<file path="config.mk">
export PLATFORM = sky130hd
export DESIGN_NAME = pams_auto_switch
export DESIGN_NICKNAME = d
export VERILOG_FILES = /design/src/pams_pkg.sv /design/src/pams_auto_switch.sv
export VERILOG_INCLUDE_DIRS = /design/src /design/src/src
export SDC_FILE = /design/constraint.sdc
export NUM_CORES = 1
export LEC_CHECK = 0
export BUFFER_PORTS_ARGS = -buffer_cell sky130_fd_sc_hd__buf_4
export CAP_MARGIN = 40
export CORE_MARGIN = 2
export CORE_UTILIZATION = 60
export CTS_CLUSTER_DIAMETER = 60
export DETAILED_ROUTE_END_ITERATION = 6
export PLACE_DENSITY = 0.89
export SETUP_SLACK_MARGIN = 0.1
export SYNTH_ARGS = -nofsm -noshare
export SYNTH_HDL_FRONTEND = slang
export SYNTH_SLANG_ARGS = --single-unit
</file>
<file path="constraint.sdc">
create_clock -name sys_clk -period 3.55 [get_ports sys_clk]
set_input_delay 0.71 -clock sys_clk [delete_from_list [all_inputs] [get_ports sys_clk]]
set_output_delay 0.71 -clock sys_clk [all_outputs]
set_load 0.02 [all_outputs]
</file>
<file path="src/pams_map.svh">
// Purpose: register offsets, field positions and reset values for the auto switch block
// Assumes: byte addresses as printed for instance 0
// Notes:   definitions only
`ifndef PAMS_MAP_SVH
`define PAMS_MAP_SVH
`define PAMS_ADDR_W          24
`define PAMS_OFF_HI_UPPER    24'h1d0068
`define PAMS_OFF_HI_LOWER    24'h1d006c
`define PAMS_OFF_LO_UPPER    24'h1d0070
`define PAMS_OFF_LO_LOWER    24'h1d0074
`define PAMS_OFF_CFG_MAX     24'h1d0078
`define PAMS_OFF_CFG_MID     24'h1d007c
`define PAMS_THR_MSB         17
`define PAMS_THR_LSB         4
`define PAMS_THR_RST         14'h0000
`define PAMS_B_SEL_MSB       31
`define PAMS_B_SEL_LSB       28
`define PAMS_A_SEL_MSB       27
`define PAMS_A_SEL_LSB       24
`define PAMS_C_LIM_BIT       23
`define PAMS_AB_LIM_BIT      20
`define PAMS_MATCH_BIT       19
`define PAMS_FIXDUTY_BIT     12
`define PAMS_MODE_MSB        6
`define PAMS_MODE_LSB        4
`define PAMS_ACCEL_BIT       1
`define PAMS_CFG_MAX_RST     32'h0000_0000
`define PAMS_CFG_MID_RST     32'h0000_0002
`define PAMS_SEL_MAX_CODE    4'h8
`endif

</file>
<file path="src/pams_pkg.sv">
// Purpose: types for the auto switch configuration block
// Assumes: numbers given as literals here, map header not included
// Notes:   one applied configuration travels as a struct
package pams_pkg;
  typedef enum logic [2:0] {
    PAMS_MODE_NORMAL    = 3'h0,
    PAMS_MODE_RESONANT  = 3'h1,
    PAMS_MODE_MULTI     = 3'h2,
    PAMS_MODE_TRIANGLE  = 3'h3,
    PAMS_MODE_LEADING   = 3'h4
  } pams_mode_t;

  typedef enum logic [3:0] {
    PAMS_SEL_PASS       = 4'h0,
    PAMS_SEL_EDGE       = 4'h1,
    PAMS_SEL_LOCAL_C    = 4'h2,
    PAMS_SEL_CROSS      = 4'h3,
    PAMS_SEL_BELOW_A    = 4'h4,
    PAMS_SEL_BELOW_B    = 4'h5,
    PAMS_SEL_BELOW_C    = 4'h6,
    PAMS_SEL_BELOW2_C   = 4'h7,
    PAMS_SEL_BELOW3_C   = 4'h8
  } pams_sel_t;

  typedef enum logic {
    PAMS_USE_MID,
    PAMS_USE_MAX
  } pams_band_t;

  typedef struct packed {
    logic [3:0] b_output_selector;
    logic [3:0] a_output_selector;
    logic       c_output_limit_affect;
    logic       ab_output_limit_affect;
    logic       limit_or_pulse_match_enable;
    logic       resonant_fixed_duty_select;
    logic [2:0] mode;
    logic       loop_accel_input_enable;
  } pams_cfg_t;

  typedef struct packed {
    logic       limit_enable;
    logic       pulse_match;
    logic       ab_limit_gate;
    logic       c_limit_gate;
    logic       use_fixed_duty;
    logic       use_loop_accel;
  } pams_ctl_t;
endpackage : pams_pkg
</file>
<file path="src/pams_auto_switch.sv">
// Purpose: auto mode switching registers and configuration selection for one pulse generator
// Assumes: single clock, register port with read data one cycle after the read strobe
// Notes:   high upper threshold register is included so both bands are complete
//
// The address-and-strobe port was left to the implementer.
`timescale 1ns/1ps
`default_nettype none
`include "pams_map.svh"

module pams_auto_switch
  import pams_pkg::*;
(
  input  wire logic                     sys_clk,
  input  wire logic                     reset_n,
  input  wire logic                     clk_en,
  input  wire logic [`PAMS_ADDR_W-1:0]  reg_addr,
  input  wire logic [31:0]              reg_wdata,
  input  wire logic                     reg_wr,
  input  wire logic                     reg_rd,
  output logic      [31:0]              reg_rdata,
  input  wire logic                     loop_sample_valid,
  input  wire logic [17:0]              loop_sample,
  input  wire logic [17:0]              filter_duty,
  input  wire logic                     limit_fault,
  output pams_cfg_t                     active_cfg,
  output pams_ctl_t                     active_ctl,
  output pams_band_t                    active_band,
  output logic      [17:0]              resonant_duty,
  output logic                          ab_fault_kill,
  output logic                          c_fault_kill
);

  // threshold and configuration storage
  logic [13:0] hi_upper_r;
  logic [13:0] hi_lower_r;
  logic [13:0] lo_upper_r;
  logic [13:0] lo_lower_r;
  logic [31:0] cfg_max_r;
  logic [31:0] cfg_mid_r;
  pams_band_t  band_r;
  pams_band_t  band_nxt;
  pams_cfg_t   cfg_sel;
  logic        wr_hit;
  logic        rd_hit;
  logic [31:0] rd_mux;

  // coarse threshold widened to full 18-bit compare scale
  function automatic logic [17:0] thr_full(input logic [13:0] coarse);
    thr_full = {coarse, 4'h0};
  endfunction : thr_full

  // keep only writable bits of a configuration word
  function automatic logic [31:0] cfg_mask(input logic [31:0] w);
    logic [31:0] m;
    m = 32'h0000_0000;
    m[`PAMS_B_SEL_MSB:`PAMS_B_SEL_LSB] = w[`PAMS_B_SEL_MSB:`PAMS_B_SEL_LSB];
    m[`PAMS_A_SEL_MSB:`PAMS_A_SEL_LSB] = w[`PAMS_A_SEL_MSB:`PAMS_A_SEL_LSB];
    m[`PAMS_C_LIM_BIT]   = w[`PAMS_C_LIM_BIT];
    m[`PAMS_AB_LIM_BIT]  = w[`PAMS_AB_LIM_BIT];
    m[`PAMS_MATCH_BIT]   = w[`PAMS_MATCH_BIT];
    m[`PAMS_FIXDUTY_BIT] = w[`PAMS_FIXDUTY_BIT];
    m[`PAMS_MODE_MSB:`PAMS_MODE_LSB] = w[`PAMS_MODE_MSB:`PAMS_MODE_LSB];
    m[`PAMS_ACCEL_BIT]   = w[`PAMS_ACCEL_BIT];
    cfg_mask = m;
  endfunction : cfg_mask

  // unpack a stored word into the configuration struct
  function automatic pams_cfg_t cfg_unpack(input logic [31:0] w);
    pams_cfg_t c;
    c.b_output_selector           = w[`PAMS_B_SEL_MSB:`PAMS_B_SEL_LSB];
    c.a_output_selector           = w[`PAMS_A_SEL_MSB:`PAMS_A_SEL_LSB];
    c.c_output_limit_affect       = w[`PAMS_C_LIM_BIT];
    c.ab_output_limit_affect      = w[`PAMS_AB_LIM_BIT];
    c.limit_or_pulse_match_enable = w[`PAMS_MATCH_BIT];
    c.resonant_fixed_duty_select  = w[`PAMS_FIXDUTY_BIT];
    c.mode                        = w[`PAMS_MODE_MSB:`PAMS_MODE_LSB];
    c.loop_accel_input_enable     = w[`PAMS_ACCEL_BIT];
    cfg_unpack = c;
  endfunction : cfg_unpack

  // selector codes above the last defined entry fall back to pass-through
  function automatic logic [3:0] sel_clip(input logic [3:0] s);
    sel_clip = (s > `PAMS_SEL_MAX_CODE) ? PAMS_SEL_PASS : s;
  endfunction : sel_clip

  // bus strobes only count while the block is enabled
  assign wr_hit = clk_en & reg_wr;
  assign rd_hit = clk_en & reg_rd;

  // write decode, one strobe per register slot
  logic        wr_hi_upper;
  logic        wr_hi_lower;
  logic        wr_lo_upper;
  logic        wr_lo_lower;
  logic        wr_cfg_max;
  logic        wr_cfg_mid;
  assign wr_hi_upper = wr_hit & (reg_addr == `PAMS_OFF_HI_UPPER);
  assign wr_hi_lower = wr_hit & (reg_addr == `PAMS_OFF_HI_LOWER);
  assign wr_lo_upper = wr_hit & (reg_addr == `PAMS_OFF_LO_UPPER);
  assign wr_lo_lower = wr_hit & (reg_addr == `PAMS_OFF_LO_LOWER);
  assign wr_cfg_max  = wr_hit & (reg_addr == `PAMS_OFF_CFG_MAX);
  assign wr_cfg_mid  = wr_hit & (reg_addr == `PAMS_OFF_CFG_MID);

  // high upper threshold, low nibble dropped
  always_ff @(posedge sys_clk or negedge reset_n) begin
    if (!reset_n) begin
      hi_upper_r <= `PAMS_THR_RST;
    end else if (wr_hi_upper) begin
      hi_upper_r <= reg_wdata[`PAMS_THR_MSB:`PAMS_THR_LSB];
    end
  end

  // high lower threshold, low nibble dropped
  always_ff @(posedge sys_clk or negedge reset_n) begin
    if (!reset_n) begin
      hi_lower_r <= `PAMS_THR_RST;
    end else if (wr_hi_lower) begin
      hi_lower_r <= reg_wdata[`PAMS_THR_MSB:`PAMS_THR_LSB];
    end
  end

  // low upper threshold, low nibble dropped
  always_ff @(posedge sys_clk or negedge reset_n) begin
    if (!reset_n) begin
      lo_upper_r <= `PAMS_THR_RST;
    end else if (wr_lo_upper) begin
      lo_upper_r <= reg_wdata[`PAMS_THR_MSB:`PAMS_THR_LSB];
    end
  end

  // low lower threshold, low nibble dropped
  always_ff @(posedge sys_clk or negedge reset_n) begin
    if (!reset_n) begin
      lo_lower_r <= `PAMS_THR_RST;
    end else if (wr_lo_lower) begin
      lo_lower_r <= reg_wdata[`PAMS_THR_MSB:`PAMS_THR_LSB];
    end
  end

  // max word, reserved bits kept zero
  always_ff @(posedge sys_clk or negedge reset_n) begin
    if (!reset_n) begin
      cfg_max_r <= `PAMS_CFG_MAX_RST;
    end else if (wr_cfg_max) begin
      cfg_max_r <= cfg_mask(reg_wdata);
    end
  end

  // mid word, reserved bits kept zero; accel enable set out of reset
  always_ff @(posedge sys_clk or negedge reset_n) begin
    if (!reset_n) begin
      cfg_mid_r <= `PAMS_CFG_MID_RST;
    end else if (wr_cfg_mid) begin
      cfg_mid_r <= cfg_mask(reg_wdata);
    end
  end

  // read mux, unmapped addresses read zero
  always_comb begin
    rd_mux = 32'h0000_0000;
    unique case (reg_addr)
      `PAMS_OFF_HI_UPPER: rd_mux = {14'h0000, thr_full(hi_upper_r)};
      `PAMS_OFF_HI_LOWER: rd_mux = {14'h0000, thr_full(hi_lower_r)};
      `PAMS_OFF_LO_UPPER: rd_mux = {14'h0000, thr_full(lo_upper_r)};
      `PAMS_OFF_LO_LOWER: rd_mux = {14'h0000, thr_full(lo_lower_r)};
      `PAMS_OFF_CFG_MAX:  rd_mux = cfg_max_r;
      `PAMS_OFF_CFG_MID:  rd_mux = cfg_mid_r;
      default:            rd_mux = 32'h0000_0000;
    endcase
  end

  // read data registered, valid the cycle after the strobe
  always_ff @(posedge sys_clk or negedge reset_n) begin
    if (!reset_n) begin
      reg_rdata <= 32'h0000_0000;
    end else if (rd_hit) begin
      reg_rdata <= rd_mux;
    end
  end

  // threshold comparisons against the full-scale sample
  logic        at_hi_upper;
  logic        below_hi_lower;
  logic        at_lo_upper;
  logic        below_lo_lower;
  assign at_hi_upper    = (loop_sample >= thr_full(hi_upper_r));
  assign below_hi_lower = (loop_sample < thr_full(hi_lower_r));
  assign at_lo_upper    = (loop_sample >= thr_full(lo_upper_r));
  assign below_lo_lower = (loop_sample < thr_full(lo_lower_r));

  // band decision: at or above high upper -> max, below low lower -> mid, max below high lower and at or above low upper -> mid, else hold
  // a sample between the pair of one band never moves the choice
  always_comb begin
    band_nxt = band_r;
    if (at_hi_upper) begin
      band_nxt = PAMS_USE_MAX;
    end else if (below_lo_lower) begin
      band_nxt = PAMS_USE_MID;
    end else if (band_r == PAMS_USE_MAX && below_hi_lower && at_lo_upper) begin
      band_nxt = PAMS_USE_MID; // left high band downward
    end else begin
      band_nxt = band_r; // inside a hysteresis band: hold
    end
  end

  // band state only moves on a valid sample
  always_ff @(posedge sys_clk or negedge reset_n) begin
    if (!reset_n) begin
      band_r <= PAMS_USE_MID;
    end else if (clk_en && loop_sample_valid) begin
      band_r <= band_nxt;
    end
  end

  // pick the word for the current band
  always_comb begin
    cfg_sel = cfg_unpack((band_r == PAMS_USE_MAX) ? cfg_max_r : cfg_mid_r);
    cfg_sel.b_output_selector = sel_clip(cfg_sel.b_output_selector);
    cfg_sel.a_output_selector = sel_clip(cfg_sel.a_output_selector);
  end

  // mode decode of the selected word
  logic        mode_normal;
  logic        mode_resonant;
  logic        mode_multi;
  assign mode_normal   = (cfg_sel.mode == PAMS_MODE_NORMAL);
  assign mode_resonant = (cfg_sel.mode == PAMS_MODE_RESONANT);
  assign mode_multi    = (cfg_sel.mode == PAMS_MODE_MULTI);

  // applied configuration and band toward the generator
  // both move on the same edge so they never disagree downstream
  always_ff @(posedge sys_clk or negedge reset_n) begin
    if (!reset_n) begin
      active_cfg  <= '0;
      active_band <= PAMS_USE_MID;
    end else if (clk_en) begin
      active_cfg  <= cfg_sel;
      active_band <= band_r;
    end
  end

  // decoded controls; bit 19 means limit or matching by mode
  always_ff @(posedge sys_clk or negedge reset_n) begin
    if (!reset_n) begin
      active_ctl <= '0;
    end else if (clk_en) begin
      active_ctl.use_loop_accel <= cfg_sel.loop_accel_input_enable;
      active_ctl.limit_enable   <= mode_normal & cfg_sel.limit_or_pulse_match_enable;
      active_ctl.pulse_match    <= (mode_multi | mode_resonant)
                                   & cfg_sel.limit_or_pulse_match_enable;
      active_ctl.ab_limit_gate  <= cfg_sel.ab_output_limit_affect;
      active_ctl.c_limit_gate   <= cfg_sel.c_output_limit_affect;
      active_ctl.use_fixed_duty <= mode_resonant & cfg_sel.resonant_fixed_duty_select;
    end
  end

  // resonant duty from filter, or fixed at the high upper threshold
  always_ff @(posedge sys_clk or negedge reset_n) begin
    if (!reset_n) begin
      resonant_duty <= 18'h00000;
    end else if (clk_en) begin
      resonant_duty <= (mode_resonant && cfg_sel.resonant_fixed_duty_select)
                       ? thr_full(hi_upper_r) : filter_duty;
    end
  end

  // limit fault gate for the A/B pair
  always_ff @(posedge sys_clk or negedge reset_n) begin
    if (!reset_n) begin
      ab_fault_kill <= 1'b0;
    end else if (clk_en) begin
      ab_fault_kill <= limit_fault & cfg_sel.ab_output_limit_affect;
    end
  end

  // limit fault gate for the C output
  always_ff @(posedge sys_clk or negedge reset_n) begin
    if (!reset_n) begin
      c_fault_kill <= 1'b0;
    end else if (clk_en) begin
      c_fault_kill <= limit_fault & cfg_sel.c_output_limit_affect;
    end
  end

endmodule : pams_auto_switch
`default_nettype wire

</file>
## Yosys cells after proc, flatten, opt, wreduce, memory -nomap -nowiden

Cells that the tools add are included.

- Shift operators: 0
- Add/sub/neg operators: 0
- $lt $le $gt $ge: 6
- Bitwise logic cells: 14
- Mux-type cells: 8
- Reductions and logical operators: 7
- Equal/unequal tests: 8
- Div/mod/pow operators: 0
- $mul: 0

Operators with widths:

| cell | count |
|---|---|
| $pmux 32 s6 | 1 |
| $eq 24x21->1 const B | 6 |
| $ge 18x18->1 | 2 |
| $lt 18x18->1 | 2 |
| $mux 32 | 1 |
| $mux 18 | 1 |
| $and 1x1->1 | 13 |
| $gt 4x4->1 const B | 2 |
| $mux 4 | 2 |
| $logic_and 1x1->1 | 4 |
| $eq 3x1->1 const B | 1 |
| $eq 3x2->1 const B | 1 |
| $logic_not 3->1 | 1 |
| $mux 1 | 3 |
| $reduce_bool 3->1 | 1 |
| $reduce_and 2->1 | 1 |
| $or 1x1->1 | 1 |

- Output and inout bits: 75
- Bits in writable memories: 0
- Bits in registers: 161
- Latch bits: 0
- Input bits: 99
- Memories kept: 0
- Bits in read-only memories: 0
- Logic and storage cells: 66

## Logic depth before layout (Yosys ltp)

Gate-level depths: netlist of the first run.

- Word-level depth: 6
- Mapped depth: 8
- Depth with buffers taken out: 8

## Least setup slack after synthesis of the first run

OpenSTA, ideal clock, no wires.

- Kind: input to register
- Start: in reg_addr[13]
- End: reg cfg_max_r[19]
- Buffers on the path: 2
- Stages on the path: 8
- Required time: 3425 ps
- Slack: 750 ps
- Library setup time: 125 ps
- Arrival time: 2675 ps
- Path through: or4_1 > nor2_1 > nand4_1 > or3_1 > or3_1 > buf_2 > buf_6 > mux2_4

- Word-level cells in the longest chain between the ends: 2

RTL lines:

| what | RTL line | source |
|---|---|---|
| start: declaration | pams_auto_switch.sv:16 | `` input wire logic [`PAMS_ADDR_W-1:0] reg_addr, `` |
| $eq 24x21->1 | n/a |  |
| $and 1x1->1 | pams_auto_switch.sv:101 | `` assign wr_cfg_max = wr_hit & (reg_addr == `PAMS_OFF_CFG_MAX); `` |
| end signal: assignment | pams_auto_switch.sv:143 | `` cfg_max_r <= `PAMS_CFG_MAX_RST; `` |
| end signal: assignment | pams_auto_switch.sv:145 | `cfg_max_r <= cfg_mask(reg_wdata);` |
| end: declaration | pams_auto_switch.sv:38 | `logic [31:0] cfg_max_r;` |

No other way between the ends.
A chain may end at the register's enable or synchronous reset.

## Worst setup path in the final report of the first run

- Start: in reg_addr[13]
- End: reg cfg_max_r[20]

Same word-level chain as after synthesis.

==> flow_metrics.py, run 1 <==
metrics = {
    "critical_path": {
        "crit_type": "input port to register",
        "path_max_fanout": 16,
        "cp-end-kind": "register",
        "crit_arrival_ns": 2.86,
        "ff2ff_setup_slack_ns": 1.24,
        "rr_endpoint": "resonant_duty[13]",
        "cp_num_buf_inv": 2,
        "worstPathCellList": "buf_4 > or4_1 > nor2_1 > nand4_1 > or3_1 > or3_1 > buf_4 > mux2_4",
        "worstSetupStartpointType": "input port",
        "r2r-start": "band_r",
        "required_ns": 3.86,
        "critical_path.top_delay_family": "simple AND/OR/NAND/NOR gates",
        "slowest_delay_ns": 0.51,
        "path_depth": 8,
        "r2r_cells": 5,
        "cp_slowest_cell": "or4_1",
    },
    "final_layout": {
        "final_cell_area_mm2": 0.0102,
        "regArea_mm2": 0.00388,
        "multi_input_area_mm2": 0.00387,
        "n_fill_cell": 811,
        "final_util_pct": 77.1,
        "antenna_cells": 0,
        "final_common_cell": "buf_4",
        "syn2layout_area_growth_pct": 24.8,
        "drive_gt1_share_pct": 27.4,
        "mostFrequentLayoutCells": "buf_4, dfrtp_1, nand2_1",
        "final_nets": 1129,
    },
    "synthesis": {
        "yosysWarnings": 0,
        "ys_types": 57,
        "synth_flop_cell": "dfrtp_1",
        "syn-instance-count": 816,
        "seq_area_frac_synth_pct": 47.3,
        "ys_ff_latch": 155,
        "synth_edf_count": 0,
        "synth_top_cell_area_share_pct": 46.9,
        "synthesis.area_mm2": 0.00821,
        "yosys.area.top_type": "dfrtp_1",
        "synth_area_leaders": "dfrtp_1, ha_1, mux2i_1",
        "async_flop_share_pct": 100,
        "syn_area_per_cell_um2": 10.1,
    },
    "global_route": {
        "grt_max_degree": 74,
        "grt_antenna_before_repair": 0,
        "track_usage_pct": 32.9,
        "grt_pass1_vias": 7088,
        "grt_pass1_wl_mm": 36.9,
        "grt_overflow": 0,
    },
    "cts": {
        "clk_latency_ns": 0.43,
        "clock_path_buffers": 2,
        "htree_levels": 4,
        "cts_made_buffers": 17,
        "root_buffer": "clkbuf_16",
        "cts_resized": 0,
        "cts_hold_buf": 0,
        "clkSinkCount": 155,
        "clkTransAtPathRegs_ns": 0.06,
        "post_cts_buffers": 0,
        "cts_tree": "done",
    },
    "sta": {
        "setup_viol": 0,
        "clock_skew_ns": 0.00887,
        "hold_viol": 0,
        "holdWs_ns": 0.272,
        "setup_tns_ns": 0,
        "period_minus_slack_ns": 2.55,
        "tightest_slew_ns": 0.750,
        "slew_headroom_pct": 48.7,
        "drv_slew": 0,
        "fmax_mhz": 393,
        "fin_crit_sh_pct": 71.7,
        "rsz0062_at_grt": "false",
    },
    "floorplan": {
        "die_h_um": 121,
        "io_pins": 174,
        "rows": 42,
        "fp.coreArea_mm2": 0.0133,
        "die_area_mm2": 0.0146,
        "start_util_pct": 61.8,
        "die_w_um": 121,
    },
    "placement": {
        "place_congestion": 0.927,
        "hpwl_mm": 16.2,
        "dpl_cell_area_mm2": 0.00962,
        "port_buffers": 161,
    },
    "status": {
        "status": "finished clean",
    },
    "power": {
        "vdd_drop_max_uv": 357,
        "cellLeakagePower_uw": 0.00530,
        "p_per_area_mw_per_mm2": 410,
    },
    "drt": {
        "drtPass1Iterations": 6,
        "wl_mm": 22.9,
        "wl_per_cell_um": 19.7,
        "via_count": 7035,
        "viasPerCell": 6.04,
        "drt_iter0_markers": 918,
        "route.detailed.drc": 0,
        "ant_nets": 0,
    },
    "run": {
        "cap_violations": 0,
    },
    "min_path": {
        "hp-class": "input port to async pin",
    },
}
-- sequential cells by signal, summed over array words and instances, names as in the netlist --
| name | cells |
|---|---|
| ab_fault_kill | 1 |
| active_band | 1 |
| active_cfg | 16 |
| active_ctl | 3 |
| band_r | 1 |
| c_fault_kill | 1 |
| cfg_max_r | 16 |
| cfg_mid_r | 16 |
| hi_lower_r | 14 |
| hi_upper_r | 14 |
| lo_lower_r | 14 |
| lo_upper_r | 14 |
| reg_rdata | 26 |
| resonant_duty | 18 |
-- through the flow --
| stage | power, uW | setup slack, ns | instances |
|---|---|---|---|
| finish | 4200 | 1.00 | 1164 |
| global route | 4340 | 0.869 | 1164 |
| CTS | 4210 | 0.996 | 1164 |
| detailed placement | 2270 | 0.566 | 1133 |
| global placement | 2260 | 0.584 | 1132 |
| floorplan | 2040 | 0.750 | 821 |
-- per-layer routing --
layer	share of wire [%]	track usage [%]	up-vias
met2	49	53.3	434
met3	8.8	6.48	77
met5	0	0	-
li1	-	-	3174
met4	3.3	13.4	0
met1	39	43.6	3350
-- worst register-to-register path, stage by stage, from the launching register on --
cell and delay, ns:
dfrtp_1 0.37, buf_4 0.31, mux2i_1 0.46, or3b_2 0.61, mux2i_1 0.29, a21oi_1 0.10
-- power by group --
| group | internal [uW] | switching (uW) | leakage (uW) |
|---|---|---|---|
| Sequential | 1800 | 20.2 | 0.00189 |
| Combinational | 177 | 253 | 0.00311 |
| Clock | 1200 | 752 | 0.000301 |
| Total | 3180 | 1030 | 0.00530 |
-- Yosys cell counts (14+ instances only) --
| master | count |
|---|---|
| dfrtp_1 | 154 |
| nand2_1 | 106 |
| inv_1 | 74 |
| o21ai_0 | 65 |
| ha_1 | 54 |
| a21oi_1 | 51 |
| nor2_1 | 45 |
| mux2i_1 | 41 |
| mux2_2 | 31 |
| clkbuf_1 | 21 |
| mux2_4 | 20 |
| a22oi_1 | 18 |
| nand3_1 | 14 |
-- worst max path at each step --
stage	slack, ns	to	start
4_1_cts	1.0	cfg_max_r[20]	reg_addr[13]
5_1_grt	0.87	cfg_max_r[20]	reg_addr[13]
3_3_place_gp	0.58	cfg_max_r[25]	reg_addr[13]
6_report	1.00	cfg_max_r[20]	reg_addr[13]
2_1_floorplan	0.75	cfg_max_r[19]	reg_addr[13]
3_5_place_dp	0.57	cfg_max_r[25]	reg_addr[13]
-- cell type report --
| class | instances | share of cell area [%] |
|---|---|---|
| inverters | 74 | 2.71 |
| clock buffers | 19 | 4.32 |
| multi-input cells | 548 | 37.8 |
| well taps | 176 | 2.15 |
| flip-flops and latches | 155 | 37.9 |
| clock inverters | 12 | 1.83 |
| repair buffers | 180 | 13.3 |
-- cells by family after synthesis --
kind of cell	share of synthesized area (%)
flops	47.3
compound gates	13.2
xor+xnor	0.107
mux	13.2
other cells	0.0457
fa+ha+maj	8.23
buf+inv	6.10
simple gates	11.9
Power figures use the tool's default switching activity.
==> run 2, diff against run 1 <==
--- a/config.mk
+++ b/config.mk
@@ -6,13 +6,14 @@
 export SDC_FILE = /design/constraint.sdc
 export NUM_CORES = 1
 export LEC_CHECK = 0
+export ABC_AREA = 1
 export BUFFER_PORTS_ARGS = -buffer_cell sky130_fd_sc_hd__buf_4
 export CAP_MARGIN = 40
 export CORE_MARGIN = 2
-export CORE_UTILIZATION = 60
+export CORE_UTILIZATION = 56
 export CTS_CLUSTER_DIAMETER = 60
 export DETAILED_ROUTE_END_ITERATION = 6
-export PLACE_DENSITY = 0.89
+export PLACE_DENSITY = 0.83
 export SETUP_SLACK_MARGIN = 0.1
 export SYNTH_ARGS = -nofsm -noshare
 export SYNTH_HDL_FRONTEND = slang
==> constraint.sdc (replaced) <==
create_clock -name sys_clk -period 2.6 [get_ports sys_clk]
set_input_delay 0.52 -clock sys_clk [delete_from_list [all_inputs] [get_ports sys_clk]]
set_output_delay 0.52 -clock sys_clk [all_outputs]
set_load 0.02 [all_outputs]
==> run 2 against run 1 <==
Net effect: die area rose by 13%; clock power rose by 33%; sequential share of layout area fell by 1.2 points.
==> flow_metrics.py, run 2 <==
metrics = {
    "floorplan": {
        "rows": 45,
        "die_w_um": 129,
        "io_pins": 174,
        "fp.coreArea_mm2": 0.0152,
        "start_util_pct": 57.4,
        "die_area_mm2": 0.0166,
        "die_h_um": 129,
    },
    "final_layout": {
        "syn2layout_area_growth_pct": 21.3,
        "stdcell_count": 1447,
        "largest_registers": "reg_rdata: 26 flops, resonant_duty: 18 flops",
        "final_nets": 1398,
        "final_common_cell": "nand2_1",
        "mostFrequentLayoutCells": "nand2_1, buf_4, dfrtp_1",
        "top_register": "reg_rdata",
        "largest_reg_flops": 26,
        "final_util_pct": 69.6,
        "drive_gt1_share_pct": 19.8,
    },
    "synthesis": {
        "synth_most_common_cell": "nand2_1",
        "yosysWarnings": 0,
        "ys_ff_latch": 155,
        "synth_common_cells": "nand2_1, dfrtp_1, inv_1",
        "synth_flop_cell": "dfrtp_1",
        "synth_top_cell_area_share_pct": 44.2,
        "ys_types": 41,
        "async_flop_share_pct": 100,
        "syn-instance-count": 1099,
        "yosys.area.top_type": "dfrtp_1",
        "synth_area_leaders": "dfrtp_1, nand2_1, ha_1",
        "synth_edf_count": 0,
        "synth_xor_area_share_pct": 0,
        "yosys.area_share.simple_pct": 25.3,
        "synth_top_family_by_area": "simple AND/OR/NAND/NOR gates",
        "synth-compound-area-share_pct": 12.4,
        "synthAdderAreaFrac_pct": 7.75,
        "synthesis.area_mm2": 0.00872,
        "seq_area_frac_synth_pct": 44.5,
        "syn_area_per_cell_um2": 7.93,
        "synthMuxAreaShare_pct": 0.115,
    },
    "global_route": {
        "grt_util_met2_pct": 46.5,
        "track_usage_pct": 29.9,
        "grt_overflow": 0,
        "use_met1_pct": 40.4,
        "busiest_layer": "met2",
        "grt_pass1_wl_mm": 38.1,
        "grt_pass1_vias": 7544,
        "use_met3_pct": 7.15,
        "grt_antenna_before_repair": 0,
        "grt_max_degree": 63,
    },
    "sta": {
        "tightest_slew_ns": 0.723,
        "drv_slew": 0,
        "fmax_mhz": 490,
        "setup_tns_ns": 0,
        "setup_viol": 0,
        "period_minus_slack_ns": 2.04,
        "hold_viol": 0,
        "clock_skew_ns": 0.0133,
        "rsz0062_at_grt": "false",
        "fin_crit_sh_pct": 78.5,
        "slew_headroom_pct": 51.7,
    },
    "drt": {
        "ant_nets": 0,
        "drt_iter0_markers": 684,
        "wl_mm": 23.9,
        "route.detailed.drc": 0,
        "drtPass1Iterations": 7,
        "viasPerCell": 5.51,
        "wl_per_cell_um": 16.5,
        "via_count": 7970,
    },
    "cts": {
        "cts_made_buffers": 17,
        "clock_path_buffers": 2,
        "cts_hold_buf": 0,
        "root_buffer": "clkbuf_16",
        "clk_latency_ns": 0.44,
        "cts_tree": "done",
        "htree_levels": 4,
        "cts_resized": 0,
        "clkSinkCount": 155,
        "post_cts_buffers": 0,
        "clkTransAtPathRegs_ns": 0.06,
    },
    "placement": {
        "hpwl_mm": 17.2,
        "placed_cells": 1414,
        "port_buffers": 161,
        "place_congestion": 0.920,
    },
    "critical_path": {
        "crit_arrival_ns": 2.40,
        "cp_num_buf_inv": 2,
        "cpMostUsedCell": "nand2_1",
        "cp_slowest_cell": "dfrtp_1",
        "path_max_fanout": 16,
        "required_ns": 2.96,
        "cp-end-kind": "register",
        "worstPathCellList": "inv_2 > nand2_1 > nand2_1 > nor2_1 > nand3_2 > inv_2 > nand2_1 > a21oi_1",
        "crit_type": "register to register",
        "worstSetupStartpointType": "register",
        "slowest_delay_ns": 0.45,
        "critical_path.top_delay_family": "simple AND/OR/NAND/NOR gates",
    },
    "run": {
        "cap_violations": 0,
    },
    "power": {
        "p_per_area_mw_per_mm2": 542,
        "vdd_drop_max_uv": 442,
        "cellLeakagePower_uw": 0.00544,
    },
    "status": {
        "status": "finished clean",
    },
    "min_path": {
        "hp-class": "input port to async pin",
    },
}
run 2: cell count changes after synthesis, sizes merged, moves of 14 or more:
cell	before	now
nand3	14	39
nor2	45	89
nand4	9	42
a22oi	18	0
clkbuf	21	7
nand2	106	327
mux2i	41	1
o21ai	65	128
buf	23	46
inv	74	135
mux2	51	0
run 2: layer usage:
layer	vias up	share of wire, %
met2	367	45
met1	3704	43
met3	55	9.6
li1	3844	-
met5	-	0
met4	0	3.0
run 2: cells by family (layout without fill, tap and decap cells):
logic type	Yosys count	in the layout
AND/OR/NAND/NOR	503	503
flip-flops	155	155
multiplexers	1	1
buffers and inverters	188	342
other	1	7
adder cells (fa/ha/maj)	54	54
AO/OA/AOI/OAI	197	197
run 2: metrics by stage:
step / hold WS (ns) / setup slack, ns / cell area, um^2 / power [uW]
6_report: 0.0664 / 0.558 / 10600 / 5730
5_1_grt: 0.104 / 0.362 / 10600 / 5940
4_1_cts: 0.0814 / 0.591 / 10600 / 5750
3_5_place_dp: 0.467 / 0.243 / 9960 / 3190
3_3_place_gp: 0.462 / 0.299 / 9960 / 3170
2_1_floorplan: 0.224 / 0.937 / 8740 / 2860
run 2: cell type report:
type,instances,area (um^2)
diodes,1,2.50
clock buffers,17,425
clock inverters,15,186
fillers,1207,4630
inverters,135,507
multi-input cells,761,4000
flip-flops and latches,155,3880
well taps,188,235
repair buffers,175,1340
run 2: worst paths after layout:
kind,from,endpoint,slack (ns),cells past startpoint
worst max-delay path,band_r,resonant_duty[16],0.56,8
max in group asynchronous,reset_n,cfg_mid_r[1],1.82,2
worst max register to register,band_r,resonant_duty[16],0.56,8
worst min-delay path,reset_n,lo_lower_r[10],0.07,1
min in group sys_clk,reg_wdata[11],lo_lower_r[7],0.31,3
worst min register to register,active_cfg[5],active_cfg[5],0.48,2
run 2: power by group:
group	leakage, uW	internal [uW]	total [uW]	switching, uW
Sequential	0.00203	2470	2500	35.4
Clock	0.000293	1530	2590	1060
Combinational	0.00312	262	647	385
==> run 3, diff against run 2 <==
--- a/config.mk
+++ b/config.mk
@@ -6,14 +6,14 @@
 export SDC_FILE = /design/constraint.sdc
 export NUM_CORES = 1
 export LEC_CHECK = 0
-export ABC_AREA = 1
+export ABC_AREA = 0
 export BUFFER_PORTS_ARGS = -buffer_cell sky130_fd_sc_hd__buf_4
 export CAP_MARGIN = 40
 export CORE_MARGIN = 2
-export CORE_UTILIZATION = 56
+export CORE_UTILIZATION = 50
 export CTS_CLUSTER_DIAMETER = 60
 export DETAILED_ROUTE_END_ITERATION = 6
-export PLACE_DENSITY = 0.83
+export PLACE_DENSITY = 0.79
 export SETUP_SLACK_MARGIN = 0.1
 export SYNTH_ARGS = -nofsm -noshare
 export SYNTH_HDL_FRONTEND = slang
==> constraint.sdc (replaced) <==
create_clock -name sys_clk -period 1.75 [get_ports sys_clk]
set_input_delay 0.35 -clock sys_clk [delete_from_list [all_inputs] [get_ports sys_clk]]
set_output_delay 0.35 -clock sys_clk [all_outputs]
set_load 0.02 [all_outputs]
==> run 3 against run 2 <==
Net effect: the flow now finishes with violations (setup timing); die area increased by 5.3%; critical path depth stayed put; sequential share of layout area is 4.7 points lower; core utilization up 6.5 points; final area rose by 15%; clock-buffer cell count did not move; highest routed layer unchanged; power is 49% higher; first-iteration DRC count is 5.7% higher.
==> flow_metrics.py, run 3 (same netlist as run 1, synthesis figures left out) <==
metrics = {
    "cts": {
        "clock_path_buffers": 2,
        "htree_levels": 4,
        "clkTransAtPathRegs_ns": 0.07,
        "clk_latency_ns": 0.44,
        "root_buffer": "clkbuf_16",
        "cts_tree": "done",
        "clkSinkCount": 155,
        "cts_made_buffers": 17,
    },
    "run": {
        "cap_violations": 0,
    },
    "final_layout": {
        "antenna_cells": 0,
        "n_fill_cell": 922,
        "final_cell_area_mm2": 0.0121,
        "final_util_pct": 76.0,
        "largest_reg_flops": 26,
        "final_nets": 1231,
        "top_register": "reg_rdata",
        "mostFrequentLayoutCells": "buf_4, dfrtp_1, nand2_1",
        "final_common_cell": "buf_4",
        "syn2layout_area_growth_pct": 47.6,
        "multi_input_area_mm2": 0.00464,
        "drive_gt1_share_pct": 46.5,
        "largest_registers": "reg_rdata: 26 flops, resonant_duty: 18 flops",
        "regArea_mm2": 0.00388,
    },
    "global_route": {
        "grt_pass1_wl_mm": 38.3,
        "grt_pass1_vias": 7111,
        "grt_overflow": 0,
        "grt_max_degree": 74,
        "grt_antenna_before_repair": 0,
        "track_usage_pct": 28.2,
    },
    "floorplan": {
        "rows": 46,
        "die_h_um": 132,
        "die_w_um": 132,
        "fp.coreArea_mm2": 0.0159,
        "io_pins": 174,
        "start_util_pct": 51.5,
        "die_area_mm2": 0.0175,
    },
    "power": {
        "cellLeakagePower_uw": 0.00609,
        "p_per_area_mw_per_mm2": 705,
        "switchingPower_uw": 2400,
        "power_frac_seq_pct": 43.1,
        "p_clk_share_pct": 44.6,
        "intPower_uw": 6150,
        "comb_power_share_pct": 12.3,
        "vdd_drop_max_uv": 721,
        "netSwitchingFraction_pct": 28.1,
    },
    "min_path": {
        "hold_start": "filter_duty[3]",
        "hp-class": "input port to register",
        "whs_path_depth": 3,
        "holdPathEnd": "resonant_duty[3]",
    },
    "drt": {
        "viasPerCell": 5.88,
        "via_count": 7689,
        "ant_nets": 0,
        "drtPass1Iterations": 6,
        "drt_iter0_markers": 723,
        "wl_per_cell_um": 21.4,
        "route.detailed.drc": 0,
        "wl_mm": 28.0,
    },
    "critical_path": {
        "crit_arrival_ns": 2.54,
        "ff2ff_setup_slack_ns": -0.18,
        "rr_endpoint": "band_r",
        "cp-end-kind": "register",
        "worstSetupStartpointType": "input port",
        "r2r-start": "hi_upper_r[5]",
        "path_max_fanout": 14,
        "required_ns": 2.07,
        "r2r_cells": 7,
        "crit_type": "input port to register",
    },
    "sta": {
        "fmax_mhz": 451,
        "tightest_slew_ns": 0.534,
        "clock_skew_ns": 0.00851,
        "slew_headroom_pct": 64.4,
        "setup_viol": 112,
        "hold_viol": 0,
        "worst_slack_ns": -0.468,
        "rsz0062_at_grt": "true",
        "fin_crit_sh_pct": 127,
        "drv_slew": 0,
        "period_minus_slack_ns": 2.22,
    },
    "placement": {
        "port_buffers": 161,
        "hpwl_mm": 17.9,
        "place_congestion": 0.941,
        "dpl_cell_area_mm2": 0.0104,
    },
    "status": {
        "status": "finished with violations",
        "failed_checks": "setup timing",
    },
}
## run 3: changes by cell type in the layout (fill, tap and decap cells not counted), sizes merged, moves of 6 or more
cell,delta
o2bb2ai,+6
o21ai,-63
nor3,+6
o22ai,+11
nand2,-221
inv,-53
nor2,-44
nand3,-25
mux2i,+40
a22oi,+18
mux2,+51
nand4,-33
buf,+103
## run 3: routing by layer
layer / wire length, um / up-vias / track usage, %
li1: - / 3387 / -
met1: 10900 / 3745 / 38.6
met2: 13500 / 468 / 45.7
met3: 2650 / 89 / 5.57
met4: 922 / 0 / 8.09
met5: 0 / - / 0
## run 3: stage by stage
step	power, uW	cells	hold WS, ns	TNS (ns)	setup WS, ns
after global placement	4690	1251	0.161	-65.77	-0.836
after detailed placement	4700	1251	0.162	-68.83	-0.863
after global routing	8790	1307	0.155	-47.75	-0.527
after CTS	8450	1286	0.144	-15.31	-0.384
final	8550	1307	0.151	-39.38	-0.468
after floorplan	4150	821	0.0544	-43.76	-0.678
## run 3: power groups by stage
| stage | Sequential, uW | Combinational, uW | Clock [uW] |
|---|---|---|---|
| final | 3690 | 1050 | 3810 |
| after global routing | 3690 | 1120 | 3980 |
| after CTS | 3690 | 963 | 3800 |
| after detailed placement | 3750 | 952 | 0 |
| after global placement | 3750 | 936 | 0 |
| after floorplan | 3820 | 333 | 0 |
## run 3: cell type report
cell class	instances	area share (%)
Multi-Input combinational cell	548	38.3
Sequential cell	155	32.0
Timing Repair Buffer	282	20.3
Clock buffer	17	3.51
Inverter	74	2.29
Tap cell	216	2.23
Clock inverter	15	1.37
## run 3: worst max path at each step
stage	to	cells after the start	slack, ns	startpoint
after floorplan	cfg_max_r[19]	8	-0.68	reg_addr[13]
after global placement	hi_upper_r[10]	8	-0.84	reg_addr[13]
after detailed placement	cfg_max_r[30]	8	-0.86	reg_addr[13]
after CTS	hi_upper_r[10]	8	-0.38	reg_addr[13]
after global routing	cfg_max_r[30]	8	-0.53	reg_addr[13]
final	hi_upper_r[10]	8	-0.47	reg_addr[13]
## run 3: worst max-delay path, cell delays in order
cell	delay (ns)
buf_6	0.09
or4_1	0.51
nor2_1	0.11
nand4_1	0.23
or3_4	0.42
or3_4	0.35
buf_12	0.17
mux2_4	0.30
## run 3: what timing repair did
action	4_1_cts	5_1_grt
pin swaps	12	87
setup endpoints to repair	131	131
gates resized for setup	24	259
endpoints found under the hold margin	114	0
hold buffers	1	0
buffers inserted	1	12
cloned	1	9
